## config.mk

```make
export PLATFORM = sky130hd
export DESIGN_NAME = csb_card
export DESIGN_NICKNAME = d
export VERILOG_FILES = /design/src/csb_pkg.sv /design/src/csb_stream_if.sv /design/src/csb_sync.sv /design/src/csb_fifo.sv /design/src/csb_card.sv
export SDC_FILE = /design/constraint.sdc
export NUM_CORES = 1
export LEC_CHECK = 0
export ABC_AREA = 1
export BUFFER_PORTS_ARGS = -buffer_cell sky130_fd_sc_hd__buf_2
export CORE_UTILIZATION = 35
export CTS_CLUSTER_DIAMETER = 40
export CTS_CLUSTER_SIZE = 16
export DETAILED_ROUTE_END_ITERATION = 16
export GPL_ROUTABILITY_DRIVEN = 0
export GPL_TIMING_DRIVEN = 0
export HOLD_SLACK_MARGIN = 0.05
export PLACE_DENSITY_LB_ADDON = 0.15
export SLEW_MARGIN = 20
export SYNTH_ARGS = -nofsm -noshare
export SYNTH_HDL_FRONTEND = slang
export SYNTH_SLANG_ARGS = --single-unit
export TNS_END_PERCENT = 30
```

## constraint.sdc

```tcl
create_clock -name ref_clk_in -period 3.69 [get_ports ref_clk_in]
set_input_delay 0.369 -clock ref_clk_in [delete_from_list [all_inputs] [get_ports ref_clk_in]]
set_output_delay 0.369 -clock ref_clk_in [all_outputs]
set_load 0.02 [all_outputs]
```

## src/csb_pkg.sv

```systemverilog
/*
  Shared constants and types for the card-side model of the socket bus.
  Assumes a single 10 MHz system clock and a slower card bus clock that is sampled.
*/
// ==========================================================================
// Package
package csb_pkg;
  // Widths of the 32-bit card bus and 16-bit card address; buffer depth
  localparam int unsigned AD_W       = 32;
  localparam int unsigned BE_W       = 4;
  localparam int unsigned WORD_W     = AD_W + BE_W;
  localparam int unsigned FIFO_DEPTH = 8;
  localparam int unsigned ADDR16_W   = 16;
  // Bus commands carried on the command lines in the address phase
  localparam logic [3:0] CMD_IO_RD  = 4'h2;
  localparam logic [3:0] CMD_IO_WR  = 4'h3;
  localparam logic [3:0] CMD_MEM_RD = 4'h6;
  localparam logic [3:0] CMD_MEM_WR = 4'h7;
  // Default decode windows
  localparam logic [31:0] MEM_BASE_DEF = 32'h1000_0000;
  localparam logic [31:0] MEM_MASK_DEF = 32'hFFFF_F000;
  localparam logic [31:0] IO_BASE_DEF  = 32'h0000_0300;
  localparam logic [31:0] IO_MASK_DEF  = 32'hFFFF_FFF0;
  localparam logic [15:0] IO16_BASE_DEF = 16'h0300;
  localparam logic [15:0] IO16_MASK_DEF = 16'hFFF0;
  // Synchroniser bundle: 10 control pins, command, address/data, 16-bit address
  localparam int unsigned SYNC_W = 10 + WORD_W + ADDR16_W;
  // Idle levels: clock low, card reset asserted, active-low lines high
  localparam logic [SYNC_W-1:0] SYNC_RST = {10'h0DF, {(WORD_W + ADDR16_W){1'b0}}};
  // Target sequencer, Gray along idle -> data -> turn
  typedef enum logic [1:0] {
    ST_IDLE = 2'b00,
    ST_DATA = 2'b01,
    ST_TURN = 2'b11,
    ST_SKIP = 2'b10
  } csb_state_t;
endpackage : csb_pkg

```

## src/csb_stream_if.sv

```systemverilog
/*
  Valid/ready stream carrier between the card logic and its write buffer.
  Assumes both ends run on the same clock.
*/
`timescale 1ns/1ps
// ==========================================================================
// Stream interface
interface csb_stream_if #(parameter int unsigned W = 36);
  logic [W-1:0] data;
  logic         valid;
  logic         ready;
  modport src (output data, output valid, input ready);
  modport snk (input data, input valid, output ready);
endinterface : csb_stream_if

```

## src/csb_sync.sv

```systemverilog
/*
  Three-stage synchroniser for a bundle of pins; a bit changes once stages two
  and three agree. Assumes the inputs are asynchronous to ref_clk_in.
*/
`timescale 1ns/1ps
// ==========================================================================
// Synchroniser
module csb_sync #(
  parameter int unsigned W       = 1,
  parameter logic [W-1:0] RST_VAL = '0
) (
  // Clock and reset
  input  wire logic         ref_clk_in,
  input  wire logic         sys_rst_in,
  // Pins and result
  input  wire logic [W-1:0] async_in,
  output logic      [W-1:0] sync_out
);
  logic [W-1:0] s1_q;
  logic [W-1:0] s2_q;
  logic [W-1:0] s3_q;
  logic [W-1:0] agree;

  // Only stage two and three are compared; stage one feeds stage two alone
  assign agree = ~(s2_q ^ s3_q);

  // Shift chain and glitch filter
  always_ff @(posedge ref_clk_in) begin
    if (sys_rst_in) begin
      s1_q     <= RST_VAL;
      s2_q     <= RST_VAL;
      s3_q     <= RST_VAL;
      sync_out <= RST_VAL;
    end else begin
      s1_q     <= async_in;
      s2_q     <= s1_q;
      s3_q     <= s2_q;
      sync_out <= (s2_q & agree) | (sync_out & ~agree);
    end
  end
endmodule : csb_sync

```

## src/csb_fifo.sv

```systemverilog
/*
  Write-data buffer with parameterised width and depth.
  Assumes one clock; the drain side may stall to let it fill.
*/
`timescale 1ns/1ps
// ==========================================================================
// FIFO
module csb_fifo #(
  parameter int unsigned W     = 36,
  parameter int unsigned DEPTH = 8
) (
  // Clock and reset
  input  wire logic     ref_clk_in,
  input  wire logic     sys_rst_in,
  // Fill and drain sides
  csb_stream_if.snk     push_if,
  csb_stream_if.src     pop_if
);
  localparam int unsigned PW = (DEPTH > 1) ? $clog2(DEPTH) : 1;
  localparam logic [PW:0] FULL_CNT = (PW + 1)'(DEPTH);
  localparam logic [PW-1:0] LAST_PTR = PW'(DEPTH - 1);

  logic [W-1:0]  mem [DEPTH];
  logic [PW-1:0] wr_ptr_q;
  logic [PW-1:0] rd_ptr_q;
  logic [PW:0]   count_q;
  logic          do_push;
  logic          do_pop;

  // Honest flags straight from the occupancy count
  assign push_if.ready = (count_q != FULL_CNT);
  assign pop_if.valid  = (count_q != '0);
  assign pop_if.data   = mem[rd_ptr_q];
  assign do_push       = push_if.valid & push_if.ready;
  assign do_pop        = pop_if.valid & pop_if.ready;

  // Storage, written only on an accepted push
  always_ff @(posedge ref_clk_in) begin
    if (do_push) begin
      mem[wr_ptr_q] <= push_if.data;
    end
  end

  // Pointers and count
  always_ff @(posedge ref_clk_in) begin
    if (sys_rst_in) begin
      wr_ptr_q <= '0;
      rd_ptr_q <= '0;
      count_q  <= '0;
    end else begin
      if (do_push) begin
        wr_ptr_q <= (wr_ptr_q == LAST_PTR) ? '0 : wr_ptr_q + 1'b1;
      end
      if (do_pop) begin
        rd_ptr_q <= (rd_ptr_q == LAST_PTR) ? '0 : rd_ptr_q + 1'b1;
      end
      count_q <= count_q + (PW + 1)'(do_push) - (PW + 1)'(do_pop);
    end
  end
endmodule : csb_fifo

```

## src/csb_card.sv

```systemverilog
/*
  Card end of the socket bus: a 16-bit card's status lines and a 32-bit bus
  target with a buffered write path. Assumes the socket controller makes the
  card bus clock and reset; both are sampled by ref_clk_in.
*/
// Contract
// RQ1: Memory mode: card-ready line low while busy, high when new command accepted.
// RQ2: I/O mode: same line is the interrupt request, high when none requested.
// RQ3: Controller keeps attribute select high for common memory accesses.
// RQ4: Controller uses attribute select as DMA acknowledge with I/O strobes.
// RQ5: Controller marks terminal count on DMA read with memory write strobe.
// RQ6: Card may assert wait; cycle is not completed while wait is asserted.
// RQ7: Wide-port indication only for a responding address on a 16-bit port.
// RQ8: Address phase is first frame clock; memory dword, I/O byte address.
// RQ9: Low data bits hold least significant byte, high bits most significant.
// RQ10: Word moves only when initiator ready and target ready are both asserted.
// RQ11: Command lines carry command in address phase, lane enables in data.
// RQ12: Parity is even over address/data and command/byte-enable lines.
// RQ13: Parity lags the bus one clock and stays one clock past completion.
// RQ14: Initiator drives address and write parity; target drives read parity.
// RQ15: Controller makes the bus clock; signals sampled on its rising edge.
// RQ16: Card requests faster clock on clock-run; controller signals slowdown there.
// RQ17: Controller releases bus reset synchronously to a bus clock edge.
// RQ18: While bus reset is asserted every card bus signal is high impedance; interrupt, status change and audio outputs stay driven.
// RQ19: Controller forwards binary card audio to the speaker output.
// RQ20: Controller asserts device select once it claims an access.
// RQ21: Frame asserted starts a transaction; frame released marks final data phase.
// RQ22: Controller grants the bus only after the current transaction completes.
// RQ23: Controller marks terminal count on DMA write with output enable.
// RQ24: In DMA, I/O read strobe writes memory and I/O write strobe reads it.
// RQ25: Asynchronous card inputs pass synchronisers before use.
`timescale 1ns/1ps
// ==========================================================================
// Card top
module csb_card #(
  parameter logic [31:0] MEM_BASE  = csb_pkg::MEM_BASE_DEF,
  parameter logic [31:0] MEM_MASK  = csb_pkg::MEM_MASK_DEF,
  parameter logic [31:0] IO_BASE   = csb_pkg::IO_BASE_DEF,
  parameter logic [31:0] IO_MASK   = csb_pkg::IO_MASK_DEF,
  parameter logic [15:0] IO16_BASE = csb_pkg::IO16_BASE_DEF,
  parameter logic [15:0] IO16_MASK = csb_pkg::IO16_MASK_DEF,
  parameter bit          WIDE_PORT = 1'b1,
  parameter int unsigned DEPTH     = csb_pkg::FIFO_DEPTH
) (
  // Clock and reset
  input  wire logic        ref_clk_in,
  input  wire logic        sys_rst_in,
  // 32-bit bus pins from the socket
  input  wire logic        card_bus_clock_in,
  input  wire logic        card_bus_reset_n_in,
  input  wire logic        cycle_frame_n_in,
  input  wire logic        initiator_ready_n_in,
  input  wire logic [3:0]  command_byte_enables_in,
  input  wire logic [31:0] addr_data_bus_in,
  input  wire logic        bus_parity_in,
  input  wire logic        clock_run_line_n_in,
  // 32-bit bus pins driven by the card
  output logic      [31:0] addr_data_bus_out,
  output logic             addr_data_bus_oe_out,
  output logic             bus_parity_out,
  output logic             bus_parity_oe_out,
  output logic             target_ready_n_out,
  output logic             target_ready_oe_out,
  output logic             device_select_n_out,
  output logic             device_select_oe_out,
  output logic             clock_run_line_n_out,
  output logic             clock_run_line_oe_out,
  output logic             card_bus_interrupt_n_out,
  output logic             status_change_line_out,
  output logic             card_audio_in_out,
  // 16-bit card pins
  input  wire logic        io_read_strobe_n_in,
  input  wire logic        io_write_strobe_n_in,
  input  wire logic        mem_read_strobe_n_in,
  input  wire logic        mem_write_strobe_n_in,
  input  wire logic [15:0] card_addr_in,
  output logic             card_irq_request_out,
  output logic             wait_n_out,
  output logic             wide_port_indication_n_out,
  // Card-internal user side
  input  wire logic        io_mode_in,
  input  wire logic        busy_in,
  input  wire logic        irq_req_in,
  input  wire logic        hold_in,
  input  wire logic        clk_fast_req_in,
  input  wire logic        audio_in,
  input  wire logic        status_event_in,
  output logic      [35:0] wr_data_out,
  output logic             wr_valid_out,
  input  wire logic        wr_ready_in,
  input  wire logic [31:0] rd_data_in,
  input  wire logic        rd_valid_in,
  output logic             rd_taken_out,
  output logic             parity_error_out,
  input  wire logic        parity_clear_in,
  output logic             clock_slowed_out
);
  // ========================================================================
  // Pin synchronisers
  logic [csb_pkg::SYNC_W-1:0] raw_pins;
  logic [csb_pkg::SYNC_W-1:0] sync_pins;
  logic        s_clk, s_rst_n, s_frame_n, s_irdy_n, s_par, s_clkrun_n;
  logic        s_io_read_strobe_n, s_io_write_strobe_n, s_oe_n, s_we_n;
  logic [3:0]  s_cbe;
  logic [31:0] s_ad;
  logic [15:0] s_addr16;

  // Everything from the socket is asynchronous to ref_clk_in
  assign raw_pins = {card_bus_clock_in, card_bus_reset_n_in, cycle_frame_n_in,
                     initiator_ready_n_in, bus_parity_in, clock_run_line_n_in,
                     io_read_strobe_n_in, io_write_strobe_n_in, mem_read_strobe_n_in,
                     mem_write_strobe_n_in, command_byte_enables_in, addr_data_bus_in,
                     card_addr_in};
  assign {s_clk, s_rst_n, s_frame_n, s_irdy_n, s_par, s_clkrun_n, s_io_read_strobe_n, s_io_write_strobe_n,
          s_oe_n, s_we_n, s_cbe, s_ad, s_addr16} = sync_pins;

  csb_sync #(.W(csb_pkg::SYNC_W), .RST_VAL(csb_pkg::SYNC_RST)) u_sync ( // [RQ25]
    .ref_clk_in (ref_clk_in),
    .sys_rst_in (sys_rst_in),
    .async_in   (raw_pins),
    .sync_out   (sync_pins)
  );

  // ========================================================================
  // Write buffer
  csb_stream_if #(.W(csb_pkg::WORD_W)) push_if ();
  csb_stream_if #(.W(csb_pkg::WORD_W)) pop_if ();

  csb_fifo #(.W(csb_pkg::WORD_W), .DEPTH(DEPTH)) u_fifo (
    .ref_clk_in (ref_clk_in),
    .sys_rst_in (sys_rst_in),
    .push_if    (push_if),
    .pop_if     (pop_if)
  );

  // The drain side stalls through wr_ready_in, which throttles target ready
  assign wr_data_out   = pop_if.data;
  assign wr_valid_out  = pop_if.valid;
  assign pop_if.ready  = wr_ready_in;

  // ========================================================================
  // Decode
  csb_pkg::csb_state_t state_q;
  logic        clk_seen_q;
  logic        frame_prev_q;
  logic        is_read_q;
  logic        trdy_n_q;
  logic        trdy_oe_q;
  logic        devsel_n_q;
  logic        devsel_oe_q;
  logic [31:0] ad_q;
  logic        ad_oe_q;
  logic        par_q;
  logic        par_oe_q;
  logic        push_valid_q;
  logic [35:0] push_data_q;
  logic        rd_taken_q;
  logic        chk_q;
  logic        exp_par_q;
  logic        perr_q;
  logic        link_tick;
  logic        addr_phase;
  logic        mem_hit;
  logic        io_hit;
  logic        claim;
  logic        cmd_read;
  logic        xfer;
  logic        last_xfer;
  logic        prep_read;
  logic        cycle16;
  logic        port16_hit;

  // Rising edge of the sampled card clock is the one-cycle bus enable
  assign link_tick  = s_clk & ~clk_seen_q; // [RQ15]
  // First clock with frame asserted after it was released
  assign addr_phase = link_tick & ~s_frame_n & frame_prev_q & (state_q == csb_pkg::ST_IDLE); // [RQ8]
  // Memory decode ignores the low two bits: a dword address
  assign mem_hit    = ((s_cbe == csb_pkg::CMD_MEM_RD) | (s_cbe == csb_pkg::CMD_MEM_WR))
                      & ((s_ad & MEM_MASK & 32'hFFFF_FFFC) == (MEM_BASE & 32'hFFFF_FFFC)); // [RQ8]
  assign io_hit     = ((s_cbe == csb_pkg::CMD_IO_RD) | (s_cbe == csb_pkg::CMD_IO_WR))
                      & ((s_ad & IO_MASK) == IO_BASE); // [RQ8]
  assign claim      = addr_phase & (mem_hit | io_hit); // [RQ11]
  assign cmd_read   = (s_cbe == csb_pkg::CMD_MEM_RD) | (s_cbe == csb_pkg::CMD_IO_RD);
  // A word moves only on a clock with both readies low
  assign xfer       = link_tick & (state_q == csb_pkg::ST_DATA) & ~trdy_n_q & ~s_irdy_n; // [RQ10]
  assign last_xfer  = xfer & s_frame_n; // [RQ21]
  assign prep_read  = link_tick & (state_q == csb_pkg::ST_DATA) & is_read_q & ~last_xfer
                      & (xfer | trdy_n_q) & rd_valid_in;
  assign cycle16    = ~s_io_read_strobe_n | ~s_io_write_strobe_n | ~s_oe_n | ~s_we_n;
  assign port16_hit = io_mode_in & WIDE_PORT & ((s_addr16 & IO16_MASK) == IO16_BASE);

  // ========================================================================
  // Clock edge finder
  always_ff @(posedge ref_clk_in) begin
    if (sys_rst_in) begin
      clk_seen_q   <= 1'b0;
      frame_prev_q <= 1'b1;
    end else begin
      clk_seen_q <= s_clk;
      if (link_tick) begin
        frame_prev_q <= s_frame_n;
      end
    end
  end

  // Target sequencer; a held bus reset drops every output enable at once
  always_ff @(posedge ref_clk_in) begin
    if (sys_rst_in || !s_rst_n) begin // [RQ18]
      state_q     <= csb_pkg::ST_IDLE;
      is_read_q   <= 1'b0;
      trdy_n_q    <= 1'b1;
      trdy_oe_q   <= 1'b0;
      devsel_n_q  <= 1'b1;
      devsel_oe_q <= 1'b0;
    end else if (link_tick) begin
      unique case (state_q)
        csb_pkg::ST_IDLE: begin
          if (claim) begin
            state_q     <= csb_pkg::ST_DATA;
            is_read_q   <= cmd_read;
            devsel_n_q  <= 1'b0;
            devsel_oe_q <= 1'b1;
            trdy_oe_q   <= 1'b1;
            trdy_n_q    <= cmd_read | ~push_if.ready; // Read waits out the turnaround
          end else if (addr_phase) begin
            state_q <= csb_pkg::ST_SKIP;
          end
        end
        csb_pkg::ST_DATA: begin
          if (last_xfer) begin
            state_q    <= csb_pkg::ST_TURN; // [RQ21]
            trdy_n_q   <= 1'b1;
            devsel_n_q <= 1'b1;
          end else if (is_read_q) begin
            if (xfer | trdy_n_q) begin
              trdy_n_q <= ~rd_valid_in;
            end
          end else begin
            // One wait clock after each word keeps the buffer from overrunning
            trdy_n_q <= xfer | ~push_if.ready; // [RQ10]
          end
        end
        csb_pkg::ST_TURN: begin
          state_q     <= csb_pkg::ST_IDLE;
          trdy_oe_q   <= 1'b0;
          devsel_oe_q <= 1'b0;
        end
        csb_pkg::ST_SKIP: begin
          if (s_frame_n && s_irdy_n) begin
            state_q <= csb_pkg::ST_IDLE;
          end
        end
      endcase
    end
  end

  // Read data drive and parity that trails it by one bus clock
  always_ff @(posedge ref_clk_in) begin
    if (sys_rst_in || !s_rst_n) begin // [RQ18]
      ad_q       <= 32'h0000_0000;
      ad_oe_q    <= 1'b0;
      par_q      <= 1'b0;
      par_oe_q   <= 1'b0;
      rd_taken_q <= 1'b0;
    end else begin
      rd_taken_q <= prep_read;
      if (link_tick) begin
        par_q    <= ^{ad_q, s_cbe}; // [RQ12] [RQ13]
        par_oe_q <= ad_oe_q;        // [RQ14]
        ad_oe_q  <= (state_q == csb_pkg::ST_DATA) & is_read_q & ~last_xfer;
      end
      if (prep_read) begin
        ad_q <= rd_data_in; // [RQ9]
      end
    end
  end

  // Write capture into the buffer and parity check of what the initiator drove
  always_ff @(posedge ref_clk_in) begin
    if (sys_rst_in) begin
      push_valid_q <= 1'b0;
      push_data_q  <= 36'h0_0000_0000;
      chk_q        <= 1'b0;
      exp_par_q    <= 1'b0;
      perr_q       <= 1'b0;
    end else begin
      push_valid_q <= xfer & ~is_read_q;
      if (xfer) begin
        push_data_q <= {s_cbe, s_ad}; // [RQ9] [RQ11]
      end
      if (link_tick) begin
        chk_q     <= claim | (xfer & ~is_read_q); // [RQ14]
        exp_par_q <= ^{s_ad, s_cbe};
      end
      // A new error wins over a clear in the same cycle
      perr_q <= (link_tick & chk_q & (s_par != exp_par_q)) | (perr_q & ~parity_clear_in); // [RQ13]
    end
  end

  assign push_if.valid = push_valid_q;
  assign push_if.data  = push_data_q;

  // ========================================================================
  // Side-band lines
  logic irq16_q, wait_n_q, wide_n_q, clkrun_oe_q, slowed_q;
  logic card_bus_interrupt_n_q, stschg_q, audio_q;

  always_ff @(posedge ref_clk_in) begin
    if (sys_rst_in) begin
      irq16_q     <= 1'b1;
      wait_n_q    <= 1'b1;
      wide_n_q    <= 1'b1;
      clkrun_oe_q <= 1'b0;
      slowed_q    <= 1'b0;
      card_bus_interrupt_n_q    <= 1'b1;
      stschg_q    <= 1'b0;
      audio_q     <= 1'b0;
    end else begin
      irq16_q     <= ~(io_mode_in ? irq_req_in : busy_in); // [RQ1] [RQ2]
      wait_n_q    <= ~(cycle16 & hold_in);                 // [RQ6]
      wide_n_q    <= ~port16_hit;                          // [RQ7]
      // Hold the pull once started, or the line would chatter as it falls
      clkrun_oe_q <= s_rst_n & clk_fast_req_in & (clkrun_oe_q | s_clkrun_n); // [RQ16]
      slowed_q    <= s_clkrun_n;                           // [RQ16]
      card_bus_interrupt_n_q    <= ~irq_req_in;
      stschg_q    <= status_event_in;
      audio_q     <= audio_in; // Binary level only; [RQ19]
    end
  end

  // ========================================================================
  // Output mapping
  assign addr_data_bus_out          = ad_q;
  assign addr_data_bus_oe_out       = ad_oe_q;
  assign bus_parity_out             = par_q;
  assign bus_parity_oe_out          = par_oe_q;
  assign target_ready_n_out         = trdy_n_q;
  assign target_ready_oe_out        = trdy_oe_q;
  assign device_select_n_out        = devsel_n_q;
  assign device_select_oe_out       = devsel_oe_q;
  assign clock_run_line_n_out       = 1'b0; // Open drain: only the enable moves
  assign clock_run_line_oe_out      = clkrun_oe_q;
  assign card_bus_interrupt_n_out   = card_bus_interrupt_n_q;
  assign status_change_line_out     = stschg_q;
  assign card_audio_in_out          = audio_q;
  assign card_irq_request_out       = irq16_q;
  assign wait_n_out                 = wait_n_q;
  assign wide_port_indication_n_out = wide_n_q;
  assign rd_taken_out               = rd_taken_q;
  assign parity_error_out           = perr_q;
  assign clock_slowed_out           = slowed_q;
endmodule : csb_card

```

==> impl_metrics.env <==
export IMPL_crit_end="wr_data_out[3]"
export IMPL_worstSetupPathType="reg2out"
export IMPL_hold_violations=0
export IMPL_worstSetupStartpointType="flop"
export IMPL_synth_edf_count=288
export IMPL_die_y_um=258.4
export IMPL_cp_depth=9
export IMPL_drive_gt1_share_pct=15.38
export IMPL_fin_crit_ns=3.439
export IMPL_grt_use_total_pct=18.22
export IMPL_cts_tree="done"
export IMPL_routed_via_density=4.655
export IMPL_layout_cells_non_filler=3611
export IMPL_synthCells=2286
export IMPL_drc=0
export IMPL_maxSlewHeadroom_pct=42.92
export IMPL_synth_warnings=0
export IMPL_fin_crit_sh_pct=93.21
export IMPL_maxSlewViolCount=0
export IMPL_die_w_um=258.4
export IMPL_crit_chain="buf_2, clkinvlp_4, buf_2, clkbuf_2, nor2_1, o22ai_1, nor2_1, a31oi_1, buf_2"
export IMPL_nNetsFinal=2815
export IMPL_comb_power_share_pct=14.3
export IMPL_swShare_pct=27.81
export IMPL_slowest_stage="a31oi_1"
export IMPL_routedWlPerCell_um=16.76
export IMPL_ctsLongestPathBuffers=3
export IMPL_clock_fmax_ghz=0.2908
export IMPL_first_global_vias=16790
export IMPL_core_area_mm2=0.06470
export IMPL_met3_length_um=3208
export IMPL_wirelength_um=60530
export IMPL_ir_drop_mv=0.3266
export IMPL_synth_largest_area_cell="edfxtp_1"
export IMPL_drtPass1Iterations=5
export IMPL_cp_max_fo=10
export IMPL_synth_seq_area_share_pct=66.90
export IMPL_clk_latency_ns=0.64
export IMPL_grt_max_degree=23
export IMPL_area_growth_pct=28.28
export IMPL_end_kind="primary output"
export IMPL_ys_types=40
export IMPL_grt_pass1_wl_um=93670
export IMPL_critPathBufInv=5
export IMPL_cts_sinks=625
export IMPL_path_common_cell="buf_2"
export IMPL_row_count=93
export IMPL_io_buffers=187
export IMPL_cts_htree_levels=3
export IMPL_required_ns=3.32
export IMPL_maxCapViolCount=0
export IMPL_ys_ff_latch=625
export IMPL_power_switching_mw=5.274
export IMPL_dpl_cell_count=3337
export IMPL_syn_num_nets=2422
export IMPL_crit_arrival_ns=3.07
export IMPL_cts_reportedPaths_clkPinSlew_ns=0.06
export IMPL_antenna_found_initial=3
export IMPL_powerDensity_mw_per_mm2=642.3
export IMPL_cp_top_family="buffers and inverters"
export IMPL_rrSetupSlack_ns=1.28
export IMPL_worst_slew_pin_slew_ns=0.8562
export IMPL_synth_top_area_share_pct=37.58
export IMPL_diodes=0
export IMPL_ant_nets=0
export IMPL_clkPwrFrac_pct=46.8
export IMPL_status="finished clean"
export IMPL_cts_root_buf="clkbuf_16"
export IMPL_synth_avg_cell_area_um2=10.07
export IMPL_cts_made_buffers=95
export IMPL_async_flop_share_pct=0
export IMPL_setup_viol=0
export IMPL_wl_met2_um=29310
export IMPL_dieArea_mm2=0.06678
export IMPL_finClkSkew_ns=0.02278
export IMPL_power_internal_mw=13.69
export IMPL_vias=16810
export IMPL_power_mw=18.96
export IMPL_synthesis_area_mm2=0.02301
export IMPL_start_util_pct=35.57
export IMPL_reg2reg_depth=8
export IMPL_hold_class="in2reg"
export IMPL_final_util_pct=45.63
export IMPL_drtIter0Drc=1037
export IMPL_seqPwrFrac_pct=38.9
export IMPL_synth_area_top_cells="edfxtp_1, dfxtp_1, nor2_1, o21ai_0, inv_1"
export IMPL_grt_overflow_total=0
export IMPL_setup_tns_ns=0
export IMPL_top_layer="met4"
export IMPL_timing_rr_end="u_fifo.mem[2][14]"
export IMPL_synth_flop_cell="dfxtp_1"
export IMPL_cpPeakStageDelay_ns=0.43
export IMPL_wl_met1_um=26270
export IMPL_dp_hpwl_um=41590
export IMPL_cellLeakagePower_nw=11.03
export IMPL_rsz0062_at_grt="no"
export IMPL_regToRegStartpoint="u_fifo.count_q[2]"
export IMPL_ioPinCount=193
==> worst min-delay path, stage by stage <==
cell,delay (ns)
buf_2,0.10
inv_1,0.08
nor4_1,0.07
nand4_1,0.10
==> sequential cells by signal (all words and copies together), names as in the netlist, 2 cells and up, named ones only <==
register           count
addr_data_bus_out     32
push_data_q           36
state_q                2
u_fifo.count_q         4
u_fifo.mem           288
u_fifo.rd_ptr_q        3
u_fifo.wr_ptr_q        3
u_sync.s1_q           58
u_sync.s2_q           58
u_sync.s3_q           58
==> timing repair <==
action	CTS	global route
setup endpoints to repair	3	11
hold buffers	100	0
endpoints found under the hold margin	98	0
gates resized for setup	1	9
buffers inserted	0	0
==> per-stage QoR <==
stage	area, um^2	setup slack [ns]	hold WS, ns
2_1_floorplan	23010	0.8349	0.3883
6_report	29520	0.2507	0.1504
3_3_place_gp	25020	-0.8853	0.3936
3_5_place_dp	25290	0.6481	0.3942
4_1_cts	29510	0.05647	0.1268
5_1_grt	29520	0.03194	0.1694
==> power by group through the flow <==
stage | sequential (mW) | clock, mW | combinational [mW]
6_report | 7.37 | 8.88 | 2.71
5_1_grt | 7.38 | 9.38 | 3.01
2_1_floorplan | 7.50 | 0 | 1.62
4_1_cts | 7.37 | 9.06 | 2.75
3_5_place_dp | 7.51 | 0 | 2.66
3_3_place_gp | 7.51 | 0 | 2.63
==> cells in the final DEF, fill, tap and decap left out, types with 10 or more instances in the layout <==
| cell | netlist | final |
|---|---|---|
| buf_2 | 13 | 200 |
| o22ai_1 | 36 | 36 |
| ha_1 | 29 | 29 |
| clkinv_2 | 0 | 10 |
| nand3_1 | 22 | 22 |
| clkbuf_1 | 76 | 82 |
| inv_6 | 0 | 16 |
| dfxtp_1 | 337 | 337 |
| edfxtp_1 | 288 | 288 |
| xnor2_1 | 21 | 21 |
| nand2_1 | 158 | 158 |
| a31oi_1 | 36 | 36 |
| a21oi_1 | 108 | 108 |
| nor2_1 | 547 | 539 |
| dlygate4sd3_1 | 0 | 100 |
| clkbuf_16 | 0 | 99 |
| o21ai_0 | 271 | 271 |
| or2_2 | 20 | 20 |
| xor2_1 | 11 | 11 |
| inv_1 | 248 | 248 |
==> final cells by class <==
class	instances	area, um^2
flip-flops and latches	625	15390
clock inverters	60	639.4
plain buffers	103	447.9
multi-input cells	1301	6265
inverters	257	973.4
well taps	855	1070
fillers	6139	35180
clock buffers	114	2574
repair buffers	296	2155
==> metal layers <==
layer	vias up	global-route usage (%)
met5	-	0
met4	0	6.361
met3	120	3.815
met2	439	30.92
met1	7899	22.93
li1	8352	-
==> cell families (layout without fill, tap and decap cells) <==
logic type / Yosys count / in the layout / share of synthesized area, %
buffers and inverters: 360 / 830 / 6.133
adder cells (fa/ha/maj): 37 / 37 / 1.968
AO/OA/AOI/OAI: 463 / 463 / 10.61
other: 1 / 1 / 0.01630
flip-flops: 625 / 625 / 66.90
XOR/XNOR: 32 / 32 / 1.218
AND/OR/NAND/NOR: 768 / 768 / 13.15
==> worst min-delay path by stage <==
stage / startpoint / end / slack (ns) / cells after the start
final: io_mode_in / wide_port_indication_n_out / 0.15 / 4
after detailed placement: u_sync.s1_q[39] / u_sync.s2_q[39] / 0.39 / 2
after CTS: io_mode_in / wide_port_indication_n_out / 0.13 / 4
after floorplan: u_sync.s1_q[10] / u_sync.s2_q[10] / 0.39 / 2
after global placement: u_sync.s1_q[55] / u_sync.s2_q[55] / 0.39 / 1
after global routing: io_mode_in / wide_port_indication_n_out / 0.17 / 4
==> cells in the mapped netlist, types with 3 or more instances <==
| master | count |
|---|---|
| buf_2 | 13 |
| xor2_1 | 11 |
| or2_2 | 20 |
| a211oi_1 | 6 |
| buf_6 | 4 |
| clkbuf_1 | 76 |
| buf_1 | 7 |
| dfxtp_1 | 337 |
| a21oi_1 | 108 |
| edfxtp_1 | 288 |
| o22ai_1 | 36 |
| nor2_1 | 547 |
| nand2_1 | 158 |
| ha_1 | 29 |
| maj3_1 | 7 |
| inv_1 | 248 |
| xnor2_1 | 21 |
| o21ai_0 | 271 |
| nand4_1 | 5 |
| nor3_1 | 3 |
| a31oi_1 | 36 |
| inv_2 | 4 |
| clkinv_1 | 3 |
| nand3_1 | 22 |
| nor2_2 | 5 |
Note: power is estimated with default switching activity, not from simulation.
